File: src/verilog/ucrm_pkg.sv
// register map, field layout, reset values and carriers for the
// dual channel serial controller register file.
// assumes one core clock; host pins and modem pins are asynchronous.
`default_nettype none

package ucrm_pkg;

  // ********************************************************
  // channel count and register locations
  // ********************************************************
  localparam int NUM_CH = 2;
  localparam logic [2:0] ADDR_HOLD = 3'h0;
  localparam logic [2:0] ADDR_IER_DIVH = 3'h1;
  localparam logic [2:0] ADDR_ISR = 3'h2;
  localparam logic [2:0] ADDR_LCR = 3'h3;
  localparam logic [2:0] ADDR_MCR = 3'h4;
  localparam logic [2:0] ADDR_LSR = 3'h5;
  localparam logic [2:0] ADDR_MSR = 3'h6;
  localparam logic [2:0] ADDR_SPR = 3'h7;

  // ********************************************************
  // field positions
  // ********************************************************
  localparam int IER_RX = 0;
  localparam int IER_TX = 1;
  localparam int IER_LS = 2;
  localparam int IER_MS = 3;
  localparam int LCR_DLAB = 7;
  localparam int MCR_DTR = 0;
  localparam int MCR_RTS = 1;
  localparam int MCR_OP1 = 2;
  localparam int MCR_OP2 = 3;
  localparam int MCR_LOOP = 4;

  // ********************************************************
  // interrupt source codes and reset values
  // ********************************************************
  localparam logic [3:0] ISR_LINE = 4'h6;
  localparam logic [3:0] ISR_RXRDY = 4'h4;
  localparam logic [3:0] ISR_TXRDY = 4'h2;
  localparam logic [3:0] ISR_MODEM = 4'h0;
  localparam logic [3:0] ISR_NONE = 4'h1;
  localparam logic [7:0] LCR_RST = 8'h00;
  localparam logic [3:0] IER_RST = 4'h0;
  localparam logic [4:0] MCR_RST = 5'h00;
  localparam logic [7:0] DIV_RST = 8'h00;
  localparam logic [7:0] SPR_RST = 8'h00;

  // ********************************************************
  // carriers
  // ********************************************************
  typedef enum logic [1:0] {BUS_IDLE, BUS_READ, BUS_WRITE} ucrm_bus_state_t;

  typedef struct packed {
    logic [1:0] cs_n;
    logic rd_n;
    logic wr_n;
    logic [2:0] addr;
    logic [7:0] data;
  } ucrm_hbus_t;

  localparam ucrm_hbus_t HBUS_IDLE = '{cs_n: 2'h3, rd_n: 1'b1,
                                       wr_n: 1'b1, default: '0};

  typedef struct packed {
    logic carrier_detect_n;
    logic ring_indicate_n;
    logic set_ready_n;
    logic clear_to_send_n;
  } ucrm_modem_in_t;

  typedef struct packed {
    logic push;
    logic [7:0] data;
    logic parity_err;
    logic framing_err;
    logic brk;
  } ucrm_rx_ev_t;

  typedef struct packed {
    logic valid;
    logic [7:0] data;
  } ucrm_tx_t;

  typedef struct packed {
    logic [15:0] divisor;
    logic [7:0] line_control;
    logic loopback;
  } ucrm_cfg_t;

  typedef struct packed {
    logic terminal_ready_n;
    logic request_to_send_n;
    logic general_output_one_n;
    logic general_output_two_n;
  } ucrm_modem_out_t;

  typedef struct packed {
    logic [7:0] transmit_holding;
    logic thr_full;
    logic [7:0] receive_holding;
    logic rx_ready;
    logic overrun;
    logic parity_err;
    logic framing_err;
    logic brk_seen;
    logic [3:0] interrupt_enable;
    logic [7:0] line_control;
    logic [4:0] modem_control;
    logic [7:0] divisor_low;
    logic [7:0] divisor_high;
    logic [7:0] scratch_pad;
    logic [3:0] mprev;
    logic [3:0] mdelta;
    logic tx_int;
    logic irq;
    logic dtr_n;
    logic rts_n;
    logic op1_n;
    logic op2_n;
  } ucrm_chan_t;

  localparam ucrm_chan_t CHAN_RST = '{interrupt_enable: IER_RST,
                                      line_control: LCR_RST,
                                      modem_control: MCR_RST,
                                      divisor_low: DIV_RST,
                                      divisor_high: DIV_RST,
                                      scratch_pad: SPR_RST,
                                      dtr_n: 1'b1, rts_n: 1'b1,
                                      op1_n: 1'b1, op2_n: 1'b1,
                                      default: '0};

  // highest pending source wins; line status first, modem last
  function automatic logic [3:0] chan_isr(input ucrm_chan_t s);
    logic line_err;
    line_err = s.overrun | s.parity_err | s.framing_err | s.brk_seen;
    if (s.interrupt_enable[IER_LS] && line_err)
      return ISR_LINE;
    else if (s.interrupt_enable[IER_RX] && s.rx_ready)
      return ISR_RXRDY;
    else if (s.interrupt_enable[IER_TX] && s.tx_int)
      return ISR_TXRDY;
    else if (s.interrupt_enable[IER_MS] && (|s.mdelta))
      return ISR_MODEM;
    else
      return ISR_NONE;
  endfunction

endpackage

`default_nettype wire

File: src/verilog/ucrm_sync.sv
// multi-bit two flip-flop synchroniser for asynchronous levels.
// assumes each bit is an independent level; words are not coherent.
`default_nettype none

module ucrm_sync #(
  parameter int W = 1,
  parameter logic [W-1:0] RST_VAL = '0,
  parameter int STAGES = 2
) (
  input wire logic core_clk,
  input wire logic reset_n,
  input wire logic [W-1:0] async_i,
  output logic [W-1:0] sync_o
);

  logic [W-1:0] stage_q [STAGES];
  logic [W-1:0] stage_d [STAGES];

  if (STAGES < 2) begin : g_bad
    $error("ucrm_sync needs at least two stages");
  end

  // first stage feeds only the second one
  always_comb
  begin
    stage_d[0] = async_i;
    for (int i = 1; i < STAGES; i++)
    begin
      stage_d[i] = stage_q[i-1];
    end
  end

  always_ff @(posedge core_clk or negedge reset_n)
  begin
    if (!reset_n)
    begin
      for (int i = 0; i < STAGES; i++)
      begin
        stage_q[i] <= RST_VAL;
      end
    end
    else
    begin
      stage_q <= stage_d;
    end
  end

  assign sync_o = stage_q[STAGES-1];

endmodule

`default_nettype wire

File: src/verilog/ucrm_dual_regs.sv
// host register file and decode for both serial channels.
// assumes the host strobes are slow against core_clk and that the
// transmitter, receiver and baud logic run on core_clk behind it.
`default_nettype none

module ucrm_dual_regs
  import ucrm_pkg::*;
#(
  // arbitrary values, not tied to any real part
  parameter logic [7:0] DEV_REVISION = 8'h01,
  parameter logic [7:0] DEV_IDENT = 8'h5a
) (
  input wire logic core_clk,
  input wire logic reset_n,
  input wire logic channel_a_select_n,
  input wire logic channel_b_select_n,
  input wire logic host_read_n,
  input wire logic host_write_n,
  input wire logic [2:0] host_addr,
  input wire logic [7:0] host_data_i,
  output logic [7:0] host_data_o,
  output logic host_data_oe_n,
  input wire ucrm_modem_in_t [NUM_CH-1:0] modem_in,
  input wire ucrm_rx_ev_t [NUM_CH-1:0] rx_ev,
  input wire logic [NUM_CH-1:0] tx_take,
  input wire logic [NUM_CH-1:0] tx_shifter_empty,
  output ucrm_tx_t [NUM_CH-1:0] tx_out,
  output ucrm_cfg_t [NUM_CH-1:0] cfg_out,
  output ucrm_modem_out_t [NUM_CH-1:0] modem_out,
  output logic [NUM_CH-1:0] irq
);

  // ********************************************************
  // pin synchronisers
  // ********************************************************
  ucrm_hbus_t pins_raw;
  ucrm_hbus_t hb;
  ucrm_modem_in_t [NUM_CH-1:0] ms_sync;

  assign pins_raw = '{cs_n: {channel_b_select_n, channel_a_select_n},
                      rd_n: host_read_n,
                      wr_n: host_write_n,
                      addr: host_addr,
                      data: host_data_i};

  ucrm_sync #(
    .W($bits(ucrm_hbus_t)),
    .RST_VAL(HBUS_IDLE),
    .STAGES(2)
  ) u_bus_sync (
    .core_clk(core_clk),
    .reset_n(reset_n),
    .async_i(pins_raw),
    .sync_o(hb)
  );

  // modem inputs idle deasserted (high) out of reset
  ucrm_sync #(
    .W($bits(ucrm_modem_in_t) * NUM_CH),
    .RST_VAL('1),
    .STAGES(2)
  ) u_modem_sync (
    .core_clk(core_clk),
    .reset_n(reset_n),
    .async_i(modem_in),
    .sync_o(ms_sync)
  );

  // ********************************************************
  // host strobe sequencing
  // ********************************************************
  ucrm_bus_state_t bus_state_q, bus_state_d;
  logic sel_q, sel_d;
  logic [2:0] addr_q, addr_d;
  logic [7:0] wdata_q, wdata_d;
  logic [7:0] dout_q, dout_d;
  logic oe_n_q, oe_n_d;
  logic [NUM_CH-1:0] rd_go;
  logic [NUM_CH-1:0] wr_go;
  logic [7:0] rd_val [NUM_CH];
  logic cs_any;
  logic cs_idx;

  // a read is served at strobe entry so side effects come after
  // the byte is latched; a write lands at strobe release, using
  // the data last seen while the strobe was still low
  always_comb
  begin
    bus_state_d = bus_state_q;
    sel_d = sel_q;
    addr_d = addr_q;
    wdata_d = wdata_q;
    dout_d = dout_q;
    oe_n_d = oe_n_q;
    rd_go = '0;
    wr_go = '0;
    cs_any = ~hb.cs_n[0] | ~hb.cs_n[1];
    cs_idx = hb.cs_n[0];
    unique case (bus_state_q)
      BUS_IDLE:
      begin
        if (cs_any && !hb.rd_n)
        begin
          bus_state_d = BUS_READ;
          sel_d = cs_idx;
          addr_d = hb.addr;
          dout_d = rd_val[cs_idx];
          oe_n_d = 1'b0;
          rd_go[cs_idx] = 1'b1;
        end
        else if (cs_any && !hb.wr_n)
        begin
          bus_state_d = BUS_WRITE;
          sel_d = cs_idx;
          addr_d = hb.addr;
          wdata_d = hb.data;
        end
      end
      BUS_READ:
      begin
        if (hb.rd_n)
        begin
          bus_state_d = BUS_IDLE;
          oe_n_d = 1'b1;
        end
      end
      BUS_WRITE:
      begin
        if (hb.wr_n)
        begin
          bus_state_d = BUS_IDLE;
          wr_go[sel_q] = 1'b1;
        end
        else
        begin
          wdata_d = hb.data;
        end
      end
    endcase
  end

  always_ff @(posedge core_clk or negedge reset_n)
  begin
    if (!reset_n)
    begin
      bus_state_q <= BUS_IDLE;
      sel_q <= 1'b0;
      addr_q <= 3'h0;
      wdata_q <= 8'h00;
      dout_q <= 8'h00;
      oe_n_q <= 1'b1;
    end
    else
    begin
      bus_state_q <= bus_state_d;
      sel_q <= sel_d;
      addr_q <= addr_d;
      wdata_q <= wdata_d;
      dout_q <= dout_d;
      oe_n_q <= oe_n_d;
    end
  end

  assign host_data_o = dout_q;
  assign host_data_oe_n = oe_n_q;

  // ********************************************************
  // per channel registers
  // ********************************************************
  for (genvar c = 0; c < NUM_CH; c++)
  begin : g_ch
    ucrm_chan_t q, d;
    logic [3:0] mstate;
    logic dlab;
    logic div_zero;
    logic rhr_rd;
    logic thr_wr;

    // loopback feeds the modem outputs back as modem inputs
    always_comb
    begin
      if (q.modem_control[MCR_LOOP])
      begin
        mstate = {q.modem_control[MCR_OP2], q.modem_control[MCR_OP1],
                  q.modem_control[MCR_DTR], q.modem_control[MCR_RTS]};
      end
      else
      begin
        mstate = ~ms_sync[c];
      end
    end

    assign dlab = q.line_control[LCR_DLAB];
    assign div_zero = (q.divisor_low == 8'h00) &&
                      (q.divisor_high == 8'h00);

    // read view; hb.addr is the location being entered this cycle
    always_comb
    begin
      unique case (hb.addr)
        ADDR_HOLD:
        begin
          if (dlab)
            rd_val[c] = div_zero ? DEV_REVISION : q.divisor_low;
          else
            rd_val[c] = q.receive_holding;
        end
        ADDR_IER_DIVH:
        begin
          if (dlab)
            rd_val[c] = div_zero ? DEV_IDENT : q.divisor_high;
          else
            rd_val[c] = {4'h0, q.interrupt_enable};
        end
        ADDR_ISR: rd_val[c] = {4'h0, chan_isr(q)};
        ADDR_LCR: rd_val[c] = q.line_control;
        ADDR_MCR: rd_val[c] = {3'h0, q.modem_control};
        ADDR_LSR:
        begin
          rd_val[c] = {1'b0, ~q.thr_full & tx_shifter_empty[c],
                       ~q.thr_full, q.brk_seen, q.framing_err,
                       q.parity_err, q.overrun, q.rx_ready};
        end
        ADDR_MSR: rd_val[c] = {mstate, q.mdelta};
        ADDR_SPR: rd_val[c] = q.scratch_pad;
      endcase
    end

    // clears are applied first and events after, so an event in
    // the clearing cycle survives
    always_comb
    begin
      d = q;
      rhr_rd = rd_go[c] && (hb.addr == ADDR_HOLD) && !dlab;
      thr_wr = wr_go[c] && (addr_q == ADDR_HOLD) && !dlab;
      d.mprev = mstate;
      if (rd_go[c])
      begin
        unique case (hb.addr)
          ADDR_HOLD:
          begin
            if (!dlab)
            begin
              d.rx_ready = 1'b0;
              d.parity_err = 1'b0;
              d.framing_err = 1'b0;
              d.brk_seen = 1'b0;
            end
          end
          ADDR_ISR:
          begin
            if (chan_isr(q) == ISR_TXRDY)
              d.tx_int = 1'b0;
          end
          ADDR_LSR:
          begin
            d.overrun = 1'b0;
            d.parity_err = 1'b0;
            d.framing_err = 1'b0;
            d.brk_seen = 1'b0;
          end
          ADDR_MSR: d.mdelta = 4'h0;
          ADDR_IER_DIVH, ADDR_LCR, ADDR_MCR, ADDR_SPR:
          begin
          end
        endcase
      end
      if (wr_go[c])
      begin
        unique case (addr_q)
          ADDR_HOLD:
          begin
            if (dlab)
            begin
              d.divisor_low = wdata_q;
            end
            else
            begin
              d.transmit_holding = wdata_q;
              d.thr_full = 1'b1;
              d.tx_int = 1'b0;
            end
          end
          ADDR_IER_DIVH:
          begin
            if (dlab)
              d.divisor_high = wdata_q;
            else
              d.interrupt_enable = wdata_q[3:0];
          end
          ADDR_LCR: d.line_control = wdata_q;
          ADDR_MCR: d.modem_control = wdata_q[4:0];
          ADDR_SPR: d.scratch_pad = wdata_q;
          ADDR_ISR, ADDR_LSR, ADDR_MSR:
          begin
            // read-only locations swallow writes
          end
        endcase
      end
      // a refill in the same cycle keeps the holding register full
      if (tx_take[c] && !thr_wr)
      begin
        d.thr_full = 1'b0;
        d.tx_int = 1'b1;
      end
      if (d.interrupt_enable[IER_TX] && !q.interrupt_enable[IER_TX] &&
          !d.thr_full)
      begin
        d.tx_int = 1'b1;
      end
      if (rx_ev[c].push)
      begin
        d.overrun = d.overrun | (q.rx_ready & ~rhr_rd);
        d.receive_holding = rx_ev[c].data;
        d.rx_ready = 1'b1;
        d.parity_err = rx_ev[c].parity_err;
        d.framing_err = rx_ev[c].framing_err;
        d.brk_seen = rx_ev[c].brk;
      end
      d.mdelta = d.mdelta | (mstate ^ q.mprev);
      d.irq = d.modem_control[MCR_OP2] & (chan_isr(d) != ISR_NONE);
      d.dtr_n = d.modem_control[MCR_LOOP] | ~d.modem_control[MCR_DTR];
      d.rts_n = d.modem_control[MCR_LOOP] | ~d.modem_control[MCR_RTS];
      d.op1_n = d.modem_control[MCR_LOOP] | ~d.modem_control[MCR_OP1];
      d.op2_n = d.modem_control[MCR_LOOP] | ~d.modem_control[MCR_OP2];
    end

    always_ff @(posedge core_clk or negedge reset_n)
    begin
      if (!reset_n)
      begin
        q <= CHAN_RST;
      end
      else
      begin
        q <= d;
      end
    end

    assign tx_out[c].valid = q.thr_full;
    assign tx_out[c].data = q.transmit_holding;
    assign cfg_out[c].divisor = {q.divisor_high, q.divisor_low};
    assign cfg_out[c].line_control = q.line_control;
    assign cfg_out[c].loopback = q.modem_control[MCR_LOOP];
    assign modem_out[c].terminal_ready_n = q.dtr_n;
    assign modem_out[c].request_to_send_n = q.rts_n;
    assign modem_out[c].general_output_one_n = q.op1_n;
    assign modem_out[c].general_output_two_n = q.op2_n;
    assign irq[c] = q.irq;
  end

endmodule

`default_nettype wire

File: config.mk
export PLATFORM = sky130hd
export DESIGN_NAME = ucrm_dual_regs
export DESIGN_NICKNAME = d
export VERILOG_FILES = /design/src/verilog/ucrm_pkg.sv /design/src/verilog/ucrm_sync.sv /design/src/verilog/ucrm_dual_regs.sv
export SDC_FILE = /design/constraint.sdc
export NUM_CORES = 1
export LEC_CHECK = 0
export BUFFER_PORTS_ARGS = -buffer_cell sky130_fd_sc_hd__buf_2
export CORE_MARGIN = 2
export CORE_UTILIZATION = 36
export DETAILED_ROUTE_END_ITERATION = 8
export PLACE_DENSITY_LB_ADDON = 0.12
export SETUP_SLACK_MARGIN = 0.1
export SYNTH_ARGS = -nofsm -noshare
export SYNTH_HDL_FRONTEND = slang
export SYNTH_SLANG_ARGS = --single-unit
File: constraint.sdc
create_clock -name core_clk -period 2.5 [get_ports core_clk]
set_input_delay 0.25 -clock core_clk [delete_from_list [all_inputs] [get_ports core_clk]]
set_output_delay 0.25 -clock core_clk [all_outputs]
set_load 0.02 [all_outputs]
==> results of run 1 <==
cell families after synthesis:
group                      after synthesis  share of synthesized area
AOI/OAI and AO/OA                      146                      0.106
xor gates and xnor gates                 4                    0.00339
adders and majority gates                3                    0.00363
buffers and inverters                  139                     0.0791
DFF                                    223                      0.543
muxes                                  157                      0.169
and+or+nand+nor                        181                     0.0952
per-layer routing:
layer	global-route usage	wire length (um)	up-vias
met3	0.0417	2000	33
met1	0.296	14300	3689
met5	0	0	-
li1	-	-	3313
met2	0.337	14800	261
met4	0.0487	630	0
worst max-delay path, cell delays in order, from the launching register on:
cell and delay (ns):
dfrtp_1 0.38, inv_1 0.09, ha_1 0.39, nand2_1 0.10, or4_1 0.56, mux2_2 0.38
o211ai_1 0.12, o211ai_1 0.11
cells in the mapped netlist, types with 4 or more instances:
master    instances
a22oi_1           4
a32o_1            4
nor2b_1          12
nand4_1           6
nor4_1            5
a22o_1            7
or3_1             5
a221oi_1         15
buf_4            78
nor2_1           25
o21ai_0          23
nand2b_1         15
o211ai_1         10
clkbuf_1         34
nand2_1          50
xor2_1            4
a211oi_1          4
a21o_1            7
dfstp_2          33
mux2i_1          20
and2_1           10
buf_1             6
a21oi_1          20
o221ai_1          7
mux2_2          135
dfrtp_1         190
nand3_1          16
or4_1             8
inv_1            18
a221o_1           4
nor3_1            6
o22ai_1           4
nand3b_1          5
per-stage QoR:
stage,worst slack [ns],hold WS [ns],cells,area [um^2],power [mW]
global placement,0.264,0.305,1299,11200,9.08
detailed placement,0.268,0.306,1299,11200,9.10
finish,0.222,0.0356,1395,12600,13.1
CTS,0.246,0.000166,1395,12600,13.2
floorplan,0.344,-0.0456,853,10300,7.79
global route,0.0933,0.0391,1395,12600,13.8
final cells by class:
class / count / area share
multi-input combinational: 491 / 0.311
inverter: 18 / 0.00538
tap: 384 / 0.0382
clock buffer: 39 / 0.0621
timing repair buffer: 230 / 0.125
clock inverter: 10 / 0.0106
sequential: 223 / 0.447
registers in the layout, summed over array words and instances, names as in the netlist, 2 cells and up:
signal / flops
u_modem_sync.stage_d: 8
modem_out: 8
bus_state_q: 2
wdata_q: 8
addr_q: 3
host_data_o: 8
u_modem_sync.sync_o: 8
u_bus_sync.stage_d: 15
u_bus_sync.sync_o: 15
irq: 2
tx_out: 18
cfg_out: 50
g_ch.q: 76
cells in the final DEF, fill, tap and decap left out, drive strengths merged, types with 5 or more instances in the layout:
cell type    count
nand3           16
inv             20
and2            10
o221ai           7
nand4            6
or4              8
buf            183
dlygate4sd3     47
or3              5
dfrtp          190
nor2b           12
o21ai           23
clkbuf          39
a221oi          15
a21oi           20
mux2           137
a22o             7
nand2b          15
nand3b           5
nor3             6
nand2           50
nor4             5
nor2            25
o211ai          10
clkinv           5
a21o             7
dfstp           33
mux2i           20
worst max path at each step:
stage	startpoint	endpoint	depth (start not counted)
3_3_place_gp	cfg_out[21]	host_data_o[1]	5
6_report	bus_state_q[0]	irq[0]	7
2_1_floorplan	bus_state_q[0]	g_ch[0].q[5]	7
4_1_cts	bus_state_q[0]	irq[0]	7
3_5_place_dp	bus_state_q[0]	irq[0]	7
5_1_grt	bus_state_q[0]	irq[0]	7
power by group:
| part | internal (mW) | total, mW | switching [mW] |
|---|---|---|---|
| registers | 4.46 | 5.47 | 1.02 |
| clock network | 2.47 | 4.02 | 1.55 |
| logic | 1.58 | 3.62 | 2.04 |
timing repair:
item	4_1_cts	5_1_grt
endpoints found under the hold margin	117	0
gates resized for setup	0	2
setup endpoints to repair	0	4
hold buffers	47	0
==> results by group, run 1 <==
STA
  – Final hold vios: 0
  – Slew @ Worst Pin: roughly 0.90 ns
  – Worst Clk Skew: roughly 0.014 ns
  – Final setup fails: 0
  – Fmax: 439 MHz
  – RSZ-0062 raised after global routing: true
  – Min Tclk post-route: about 2.3 ns
  – Slew HR: 0.402
  – Period utilization: 0.911
  – Setup TNS: 0 ns
  – Fin. max-slew vios: 0

Setup path
  – R2R setup slack: between 0.2 and 0.25 ns
  – Worst R2R End: irq[0]
  – FF-to-FF path depth: 7
  – CP Max Fanout: 10
  – CP Data Arrival Time: between 2 and 3 ns
  – Critical path class: reg2reg
  – Reg-to-reg startpoint: bus_state_q[0]
  – Crit end category: flip-flop
  – Data required time of the worst path: between 2 and 3 ns
  – CP startpoint kind: flip-flop

GRT
  – Initial antenna violation count: 0
  – Total track usage: 0.211
  – Total grt overflow: 0
  – Pin count of the biggest net entering global routing: slightly below 90
  – First-pass GRT wire length: ~48000 um
  – Vias in the first global route: 7445

Yosys
  – Synth Instances: ~850
  – Seq/Total Area, Yosys: 0.543
  – Synth cell types: 65
  – Leading area contributor after synthesis: dfrtp_1
  – Asr flop ratio synth: 1.00
  – Synth area leaders: dfrtp_1, mux2_2, dfstp_2
  – Synth Register Bits: ~220
  – Post-synth EDFFs: 0
  – Most used DFF post-synth: dfrtp_1
  – Cell Area, Synth: 10300 um^2
  – Syn nets: approximately 910
  – Syn_area_per_cell: around 12 um^2
  – Synth top area share: 0.460
  – YS warnings: 0

Layout
  – Multi-input gate area in the final layout: 3910 um^2
  – Share of layout cells above drive strength 1: 0.402
  – Final net count: 1047
  – Ant. Diodes: 0
  – Final Util: 0.441
  – Reg area: about 5600 um^2
  – # fillers: between 2k and 3k
  – Area grow syn2layout: 21.5%

CTS
  – TritonCTS buffer count: 27
  – TritonCTS Sinks: ~220
  – Clock buffer depth: 3
  – H-tree Lvls: 1
  – Worst skew pair latency: 0.54 ns
  – CTS tree: yes
  – Root Buffer: clkbuf_16
  – Post-CTS setup buffer count: 0
  – Clk pin slew, worst setup/hold paths: 0.06 ns

Floorplanning
  – Width of the chip: ~170 um
  – Die area: approximately 30000 um^2
  – Core area: between 20000 and 30000 um^2
  – Initial core utilization: 0.363
  – Row count: between 60 and 70
  – # IOs: 140
  – Die height: 174 um

Routing
  – Detail Route Antenna Nets: 0
  – Routed WL: around 32000 um
  – Detailed Routing Iterations Pass 1: 5
  – Remaining DRCs: 0
  – Avg WL per Cell: ~23 um
  – First DRT Iteration DRCs: approximately 580
  – Vias: approximately 7.3k
  – Vias/cell: 5.23

Place
  – Final GP Congestion: slightly above 0.9
  – Dpl hpwl: roughly 23000 um
  – # port buffers: 139

Worst hold path
  – Min-delay worst type: in2reg
  – WHS Path Cells: 3
  – Hold EP: g_ch[1].q[5]
  – Min-delay src: tx_take[1]

Power
  – Power Density: approximately 1000 nW/um^2
  – VDD IR-drop max: between 400 and 500 uV
  – LEAKAGE: just under 6 nW

Job
  – Maxcap violations: 0

Status
  – Status: complete, no violations
No activity file was read; power rests on OpenSTA's default activity.
==> run 2, diff against run 1 <==
Settings changed: CORE_UTILIZATION 36 to 40.
==> run 2 against run 1 <==
  * Sequential power is essentially flat
  * Final cell count shrank 4.1%
  * Sequential share of layout area grew 0.35 points
  * Largest cell class unchanged
  * Die area shrank 9.8%
  * Critical path depth shrank 2
  * Largest power group unchanged
  * Highest routed layer unchanged
  * Utilization grew 5.2 points
  * Combinational power is essentially flat
==> results by group, run 2 (synthesis results as in run 1) <==
STA
  – Fmax: 442 MHz (+0.65%)
  – Fin. max-slew vios: 0 (unchanged)
  – Worst Clk Skew: 0.00835 ns (-0.00521 ns)
  – Min Tclk post-route: 2.26 ns (-0.0148 ns)
  – Hold WS: 0.0520 ns (+0.0164 ns)
  – Setup slack after layout: 0.237 ns (+0.0148 ns)
  – RSZ-0062 raised after global routing: false
  – Final hold vios: 0 (unchanged)
  – Slew @ Worst Pin: 0.796 ns (-0.102 ns)
  – Final setup fails: 0 (unchanged)
  – Period utilization: 0.905 (-0.00590)
  – Slew HR: 0.469 (+0.0679)
  – Setup TNS: 0 ns (unchanged)

CTS
  – Clk pin slew, worst setup/hold paths: 0.06 ns (about the same)
  – TritonCTS Sinks: 223 (unchanged)
  – CTS tree: yes
  – Root Buffer: clkbuf_16
  – Post-CTS setup buffer count: 0 (unchanged)
  – TritonCTS buffer count: 26 (-3.7%)
  – Worst skew pair latency: 0.53 ns (about the same)
  – Clock buffer depth: 3 (unchanged)
  – H-tree Lvls: 1 (unchanged)

Status
  – Status: complete, no violations

Setup path
  – Reg-to-reg startpoint: addr_q[1]
  – Delay of the slowest critical-path stage: 0.57 ns (about the same)
  – FF-to-FF path depth: 5 (-2)
  – CP Max Fanout: 9 (-1)
  – Crit end category: flip-flop
  – Worst R2R End: irq[0]
  – Data required time of the worst path: 2.90 ns (about the same)
  – CP startpoint kind: flip-flop
  – Critical path class: reg2reg
  – CP Data Arrival Time: 2.66 ns (-0.02 ns)
  – R2R setup slack: 0.24 ns (about the same)
  – Crit path cell chain: or3b_1 > or4b_4 > mux2_4 > a22oi_1 > o211ai_1
  – Slowest-stage cell, CP: or4b_4

Routing
  – First DRT Iteration DRCs: 459 (-21%)
  – Vias: 7328 (+0.44%)
  – Vias/cell: 5.48 (+4.7%)
  – Avg WL per Cell: 23.0 um (+1.1%)
  – Detailed Routing Iterations Pass 1: 5 (unchanged)
  – Routed WL: 30800 um (-3.0%)
  – Detail Route Antenna Nets: 0 (unchanged)
  – Remaining DRCs: 0 (unchanged)

Floorplanning
  – Die height: 165 um (-5.0%)
  – # IOs: 140 (unchanged)
  – Width of the chip: 165 um (-5.0%)
  – Initial core utilization: 0.410 (+0.0463)
  – Core area: 25300 um^2 (-11%)
  – Row count: 58 (-6.5%)
  – Die area: 27200 um^2 (-9.8%)

Layout
  – Area grow syn2layout: 20.5%
  – Commonest non-fill, non-tap cells in the layout: dfrtp_1, buf_2, mux2_2
  – Most flops, register: g_ch.q
  – # fillers: 2330 (-15%)
  – Share of layout cells above drive strength 1: 0.400 (-0.00178)
  – Ant. Diodes: 0 (unchanged)
  – Non-filler instance count after layout: 1338 (-4.1%)
  – Max reg flops: 76 (unchanged)
  – Final net count: 1044 (-0.29%)
  – Most common cell after layout, fill and taps aside: dfrtp_1

Place
  – Placed Cells: 1243 (-4.3%)
  – Final GP Congestion: 0.922 (+0.71%)
  – Pre-CTS setup slack: 0.264 ns (-0.00372 ns)
  – Dpl hpwl: 22200 um (-3.2%)
  – # port buffers: 139 (unchanged)

GRT
  – Vias in the first global route: 7451 (+0.081%)
  – First-pass GRT wire length: 46500 um (-3.4%)
  – Total track usage: 0.231 (+0.0203)
  – Pin count of the biggest net entering global routing: 63 (-28%)
  – Total grt overflow: 0 (unchanged)
  – Initial antenna violation count: 0 (unchanged)

Worst hold path
  – Hold EP: g_ch[1].q[5]
  – WHS Path Cells: 3 (unchanged)
  – Min-delay worst type: in2reg
  – Min-delay src: tx_take[1]

Power
  – VDD IR-drop max: 452 uV (-5.1%)
  – Power Density: 1040 nW/um^2 (-0.13%)
  – Tot Pwr: 13.0 mW (-0.90%)
  – LEAKAGE: 5.76 nW (-0.48%)

Job
  – Maxcap violations: 0 (unchanged)
-- run 2: final cells by class --
type / count / area, um^2 / share of cell area
clock inverters: 9 / 128 / 0.0102
inverters: 18 / 67.6 / 0.00542
clock buffers: 39 / 771 / 0.0618
multi-input cells: 491 / 3910 / 0.314
flip-flops and latches: 223 / 5620 / 0.451
well taps: 330 / 413 / 0.0331
repair buffers: 228 / 1550 / 0.125
-- run 2: how the worst max path moves through the flow --
stage                   startpoint              to  slack [ns]  depth (start not counted)
global route             addr_q[0]          irq[0]        0.15                          5
global placement       cfg_out[20]  host_data_o[1]        0.29                          5
detailed placement       addr_q[1]          irq[0]        0.26                          5
CTS                      addr_q[1]          irq[0]        0.25                          5
floorplan           bus_state_q[0]    g_ch[0].q[5]        0.34                          7
finish                   addr_q[1]          irq[0]        0.24                          5
-- run 2: critical path, delay by kind of cell, from the launching register on --
family	cells	cell delay (ns)
and+or+nand+nor	2	1.08
DFF	1	0.45
AOI/OAI and AO/OA	2	0.28
muxes	1	0.33
-- run 2: what timing repair did --
action | CTS | global route
endpoints found under the setup margin | 0 | 3
endpoints found under the hold margin | 100 | 0
resized for setup | 0 | 3
hold buffers | 47 | 0
-- run 2: per-layer routing --
metal  vias up  track usage  share of wire  wire [um]
met1      3674        0.318           0.45      13800
met3        61       0.0447          0.063       1940
met5         -            0              0          0
li1       3318            -              -          -
met4         0       0.0909          0.036       1100
met2       275        0.360           0.45      14000
-- run 2: stage by stage --
| step | area [um^2] | utilization |
|---|---|---|
| 2_1_floorplan | 10300 | - |
| 5_1_grt | 12500 | 0.494 |
| 4_1_cts | 12500 | 0.493 |
| 6_report | 12500 | 0.494 |
| 3_3_place_gp | 11100 | 0.439 |
| 3_5_place_dp | 11100 | 0.439 |
-- run 2: where the power goes --
part / switching [mW] / total, mW / leakage (nW) / internal [mW]
Combinational: 2.03 / 3.62 / 2.59 / 1.59
Clock: 1.49 / 3.92 / 0.432 / 2.43
Sequential: 0.998 / 5.46 / 2.74 / 4.46
Total: 4.52 / 13.0 / 5.76 / 8.48
==> run 3, diff against run 2 <==
Settings changed: CTS_BUF_LIST from default to sky130_fd_sc_hd__clkbuf_8, TNS_END_PERCENT from default to 100.
==> run 3 against run 2 <==
  * Global-route usage rose by 0.30 points
  * Utilization barely moved
  * Hold slack got worse by 0.0036 ns
  * Via count rose by 0.76%
  * Largest power group unchanged
==> results by group, run 3 (synthesis results as in run 1) <==
Power
  – Reg power frac: 0.427 (+0.007)
  – Int Power: 8.22 mW (-3.0%)
  – Switching Fraction: 0.357 (+0.00932)
  – Psw: 4.57 mW (+1.1%)
  – Tot Pwr: 12.8 mW (-1.6%)
  – Comb pwr share: 0.282 (+0.004)
  – VDD IR-drop max: 527 uV (+16%)
  – Clk pwr share: 0.291 (-0.011)
  – LEAKAGE: 5.84 nW (+1.4%)
  – Power Density: 1030 nW/um^2 (-1.5%)

Worst hold path
  – Hold EP: g_ch[1].q[5]
  – Min-delay worst type: in2reg
  – Min-delay src: tx_take[1]
  – WHS Path Cells: 3 (unchanged)

GRT
  – Initial antenna violation count: 0 (unchanged)
  – Total track usage: 0.234 (+0.00302)
  – Pin count of the biggest net entering global routing: 63 (unchanged)
  – Total grt overflow: 0 (unchanged)
  – First-pass GRT wire length: 46900 um (+0.94%)
  – Vias in the first global route: 7579 (+1.7%)

STA
  – Slew @ Worst Pin: 0.822 ns (+0.0265 ns)
  – Final hold vios: 0 (unchanged)
  – Fmax: 445 MHz (+0.80%)
  – Worst Clk Skew: 0.0296 ns (+0.0212 ns)
  – RSZ-0062 raised after global routing: false
  – Setup TNS: 0 ns (unchanged)
  – Slew HR: 0.452 (-0.0177)
  – Period utilization: 0.898 (-0.00717)
  – Fin. max-slew vios: 0 (unchanged)
  – Min Tclk post-route: 2.25 ns (-0.0179 ns)
  – Final setup fails: 0 (unchanged)

Floorplanning
  – Core area: 25300 um^2 (unchanged)
  – Die area: 27200 um^2 (unchanged)
  – Row count: 58 (unchanged)
  – # IOs: 140 (unchanged)
  – Die height: 165 um (unchanged)
  – Initial core utilization: 0.410 (unchanged)
  – Width of the chip: 165 um (unchanged)

Layout
  – Share of layout cells above drive strength 1: 0.406 (+0.00657)
  – Most flops, register: g_ch.q
  – Final net count: 1059 (+1.4%)
  – Final Util: 0.494 (about the same)
  – Area grow syn2layout: 20.5% (about the same)
  – Non-filler instance count after layout: 1366 (+2.1%)
  – Ant. Diodes: 0 (unchanged)
  – Most common cell after layout, fill and taps aside: dfrtp_1
  – Max reg flops: 76 (unchanged)
  – Commonest non-fill, non-tap cells in the layout: dfrtp_1, buf_2, mux2_2
  – # fillers: 2345 (+0.64%)

CTS
  – CTS tree: yes
  – Post-CTS setup buffer count: 0 (unchanged)
  – Worst skew pair latency: 0.55 ns (+0.02 ns)
  – Clk pin slew, worst setup/hold paths: 0.06 ns (about the same)
  – Root Buffer: clkbuf_8
  – TritonCTS buffer count: 41 (+58%)
  – Clock buffer depth: 3 (unchanged)
  – H-tree Lvls: 2 (+1)
  – TritonCTS Sinks: 223 (unchanged)

Setup path
  – CP Max Fanout: 9 (unchanged)
  – FF-to-FF path depth: 5 (unchanged)
  – CP Data Arrival Time: 2.64 ns (-0.02 ns)
  – Reg-to-reg startpoint: addr_q[1]
  – Data required time of the worst path: 2.90 ns (about the same)
  – R2R setup slack: 0.25 ns (+0.02 ns)
  – Crit end category: flip-flop
  – Worst R2R End: irq[0]
  – CP startpoint kind: flip-flop
  – Critical path class: reg2reg

Place
  – Dpl hpwl: 22200 um (unchanged)
  – Placed Cells: 1243 (unchanged)
  – Final GP Congestion: 0.922 (unchanged)
  – # port buffers: 139 (unchanged)

Job
  – Maxcap violations: 0 (unchanged)

Routing
  – Avg WL per Cell: 22.7 um (-1.3%)
  – Routed WL: 31000 um (+0.74%)
  – First DRT Iteration DRCs: 577 (+26%)
  – Detail Route Antenna Nets: 0 (unchanged)
  – Remaining DRCs: 0 (unchanged)
  – Vias/cell: 5.41 (-1.3%)
  – Detailed Routing Iterations Pass 1: 5 (unchanged)
  – Vias: 7384 (+0.76%)

Status
  – Status: complete, no violations
## run 3: area by class of cell
type	instances	area, um^2	share of cell area
clock inverters	24	179	0.0144
flip-flops and latches	223	5620	0.451
repair buffers	228	1550	0.125
multi-input cells	491	3910	0.314
inverters	18	67.6	0.00542
well taps	330	413	0.0331
clock buffers	52	716	0.0574
## run 3: timing repair
item / in CTS / in global routing
setup endpoints to repair: 0 / 2
endpoints found under the hold margin: 100 / 0
hold buffers: 47 / 0
resized for setup: 0 / 3
## run 3: how the worst max path moves through the flow
stage	startpoint	end	slack (ns)
2_1_floorplan	bus_state_q[0]	g_ch[0].q[5]	0.34
3_3_place_gp	cfg_out[20]	host_data_o[1]	0.29
3_5_place_dp	addr_q[1]	irq[0]	0.26
4_1_cts	addr_q[1]	irq[0]	0.25
5_1_grt	addr_q[0]	irq[0]	0.15
6_report	addr_q[1]	irq[0]	0.25
## run 3: per-stage QoR
stage	setup slack [ns]	instance area (um^2)	hold WS [ns]
floorplan	0.344	10300	-0.0456
global placement	0.290	11100	0.224
detailed placement	0.264	11100	0.220
CTS	0.252	12500	0.00748
global route	0.153	12500	0.0590
finish	0.255	12500	0.0484
## run 3: layer usage
layer,routed length (um),up-vias,global-route usage,part of all wire
met5,0,-,0,0
met3,2300,70,0.0552,0.074
met1,13600,3655,0.319,0.44
met2,14000,318,0.364,0.45
met4,1030,0,0.0858,0.033
li1,-,3341,-,-
## run 3: worst max-delay path, stage by stage (launching register included)
cell and delay, ns:
dfrtp_1 0.45, or3b_1 0.50, or4b_4 0.57, mux2_4 0.32, a22oi_1 0.18, o211ai_1 0.10
## run 3: power by group through the flow
stage          Combinational, mW  Sequential (mW)  Clock [mW]
2_1_floorplan               2.79             5.00           0
3_3_place_gp                3.52             5.53           0
3_5_place_dp                3.55             5.52           0
4_1_cts                     3.62             5.46        3.83
5_1_grt                     3.93             5.58        4.01
6_report                    3.61             5.47        3.72
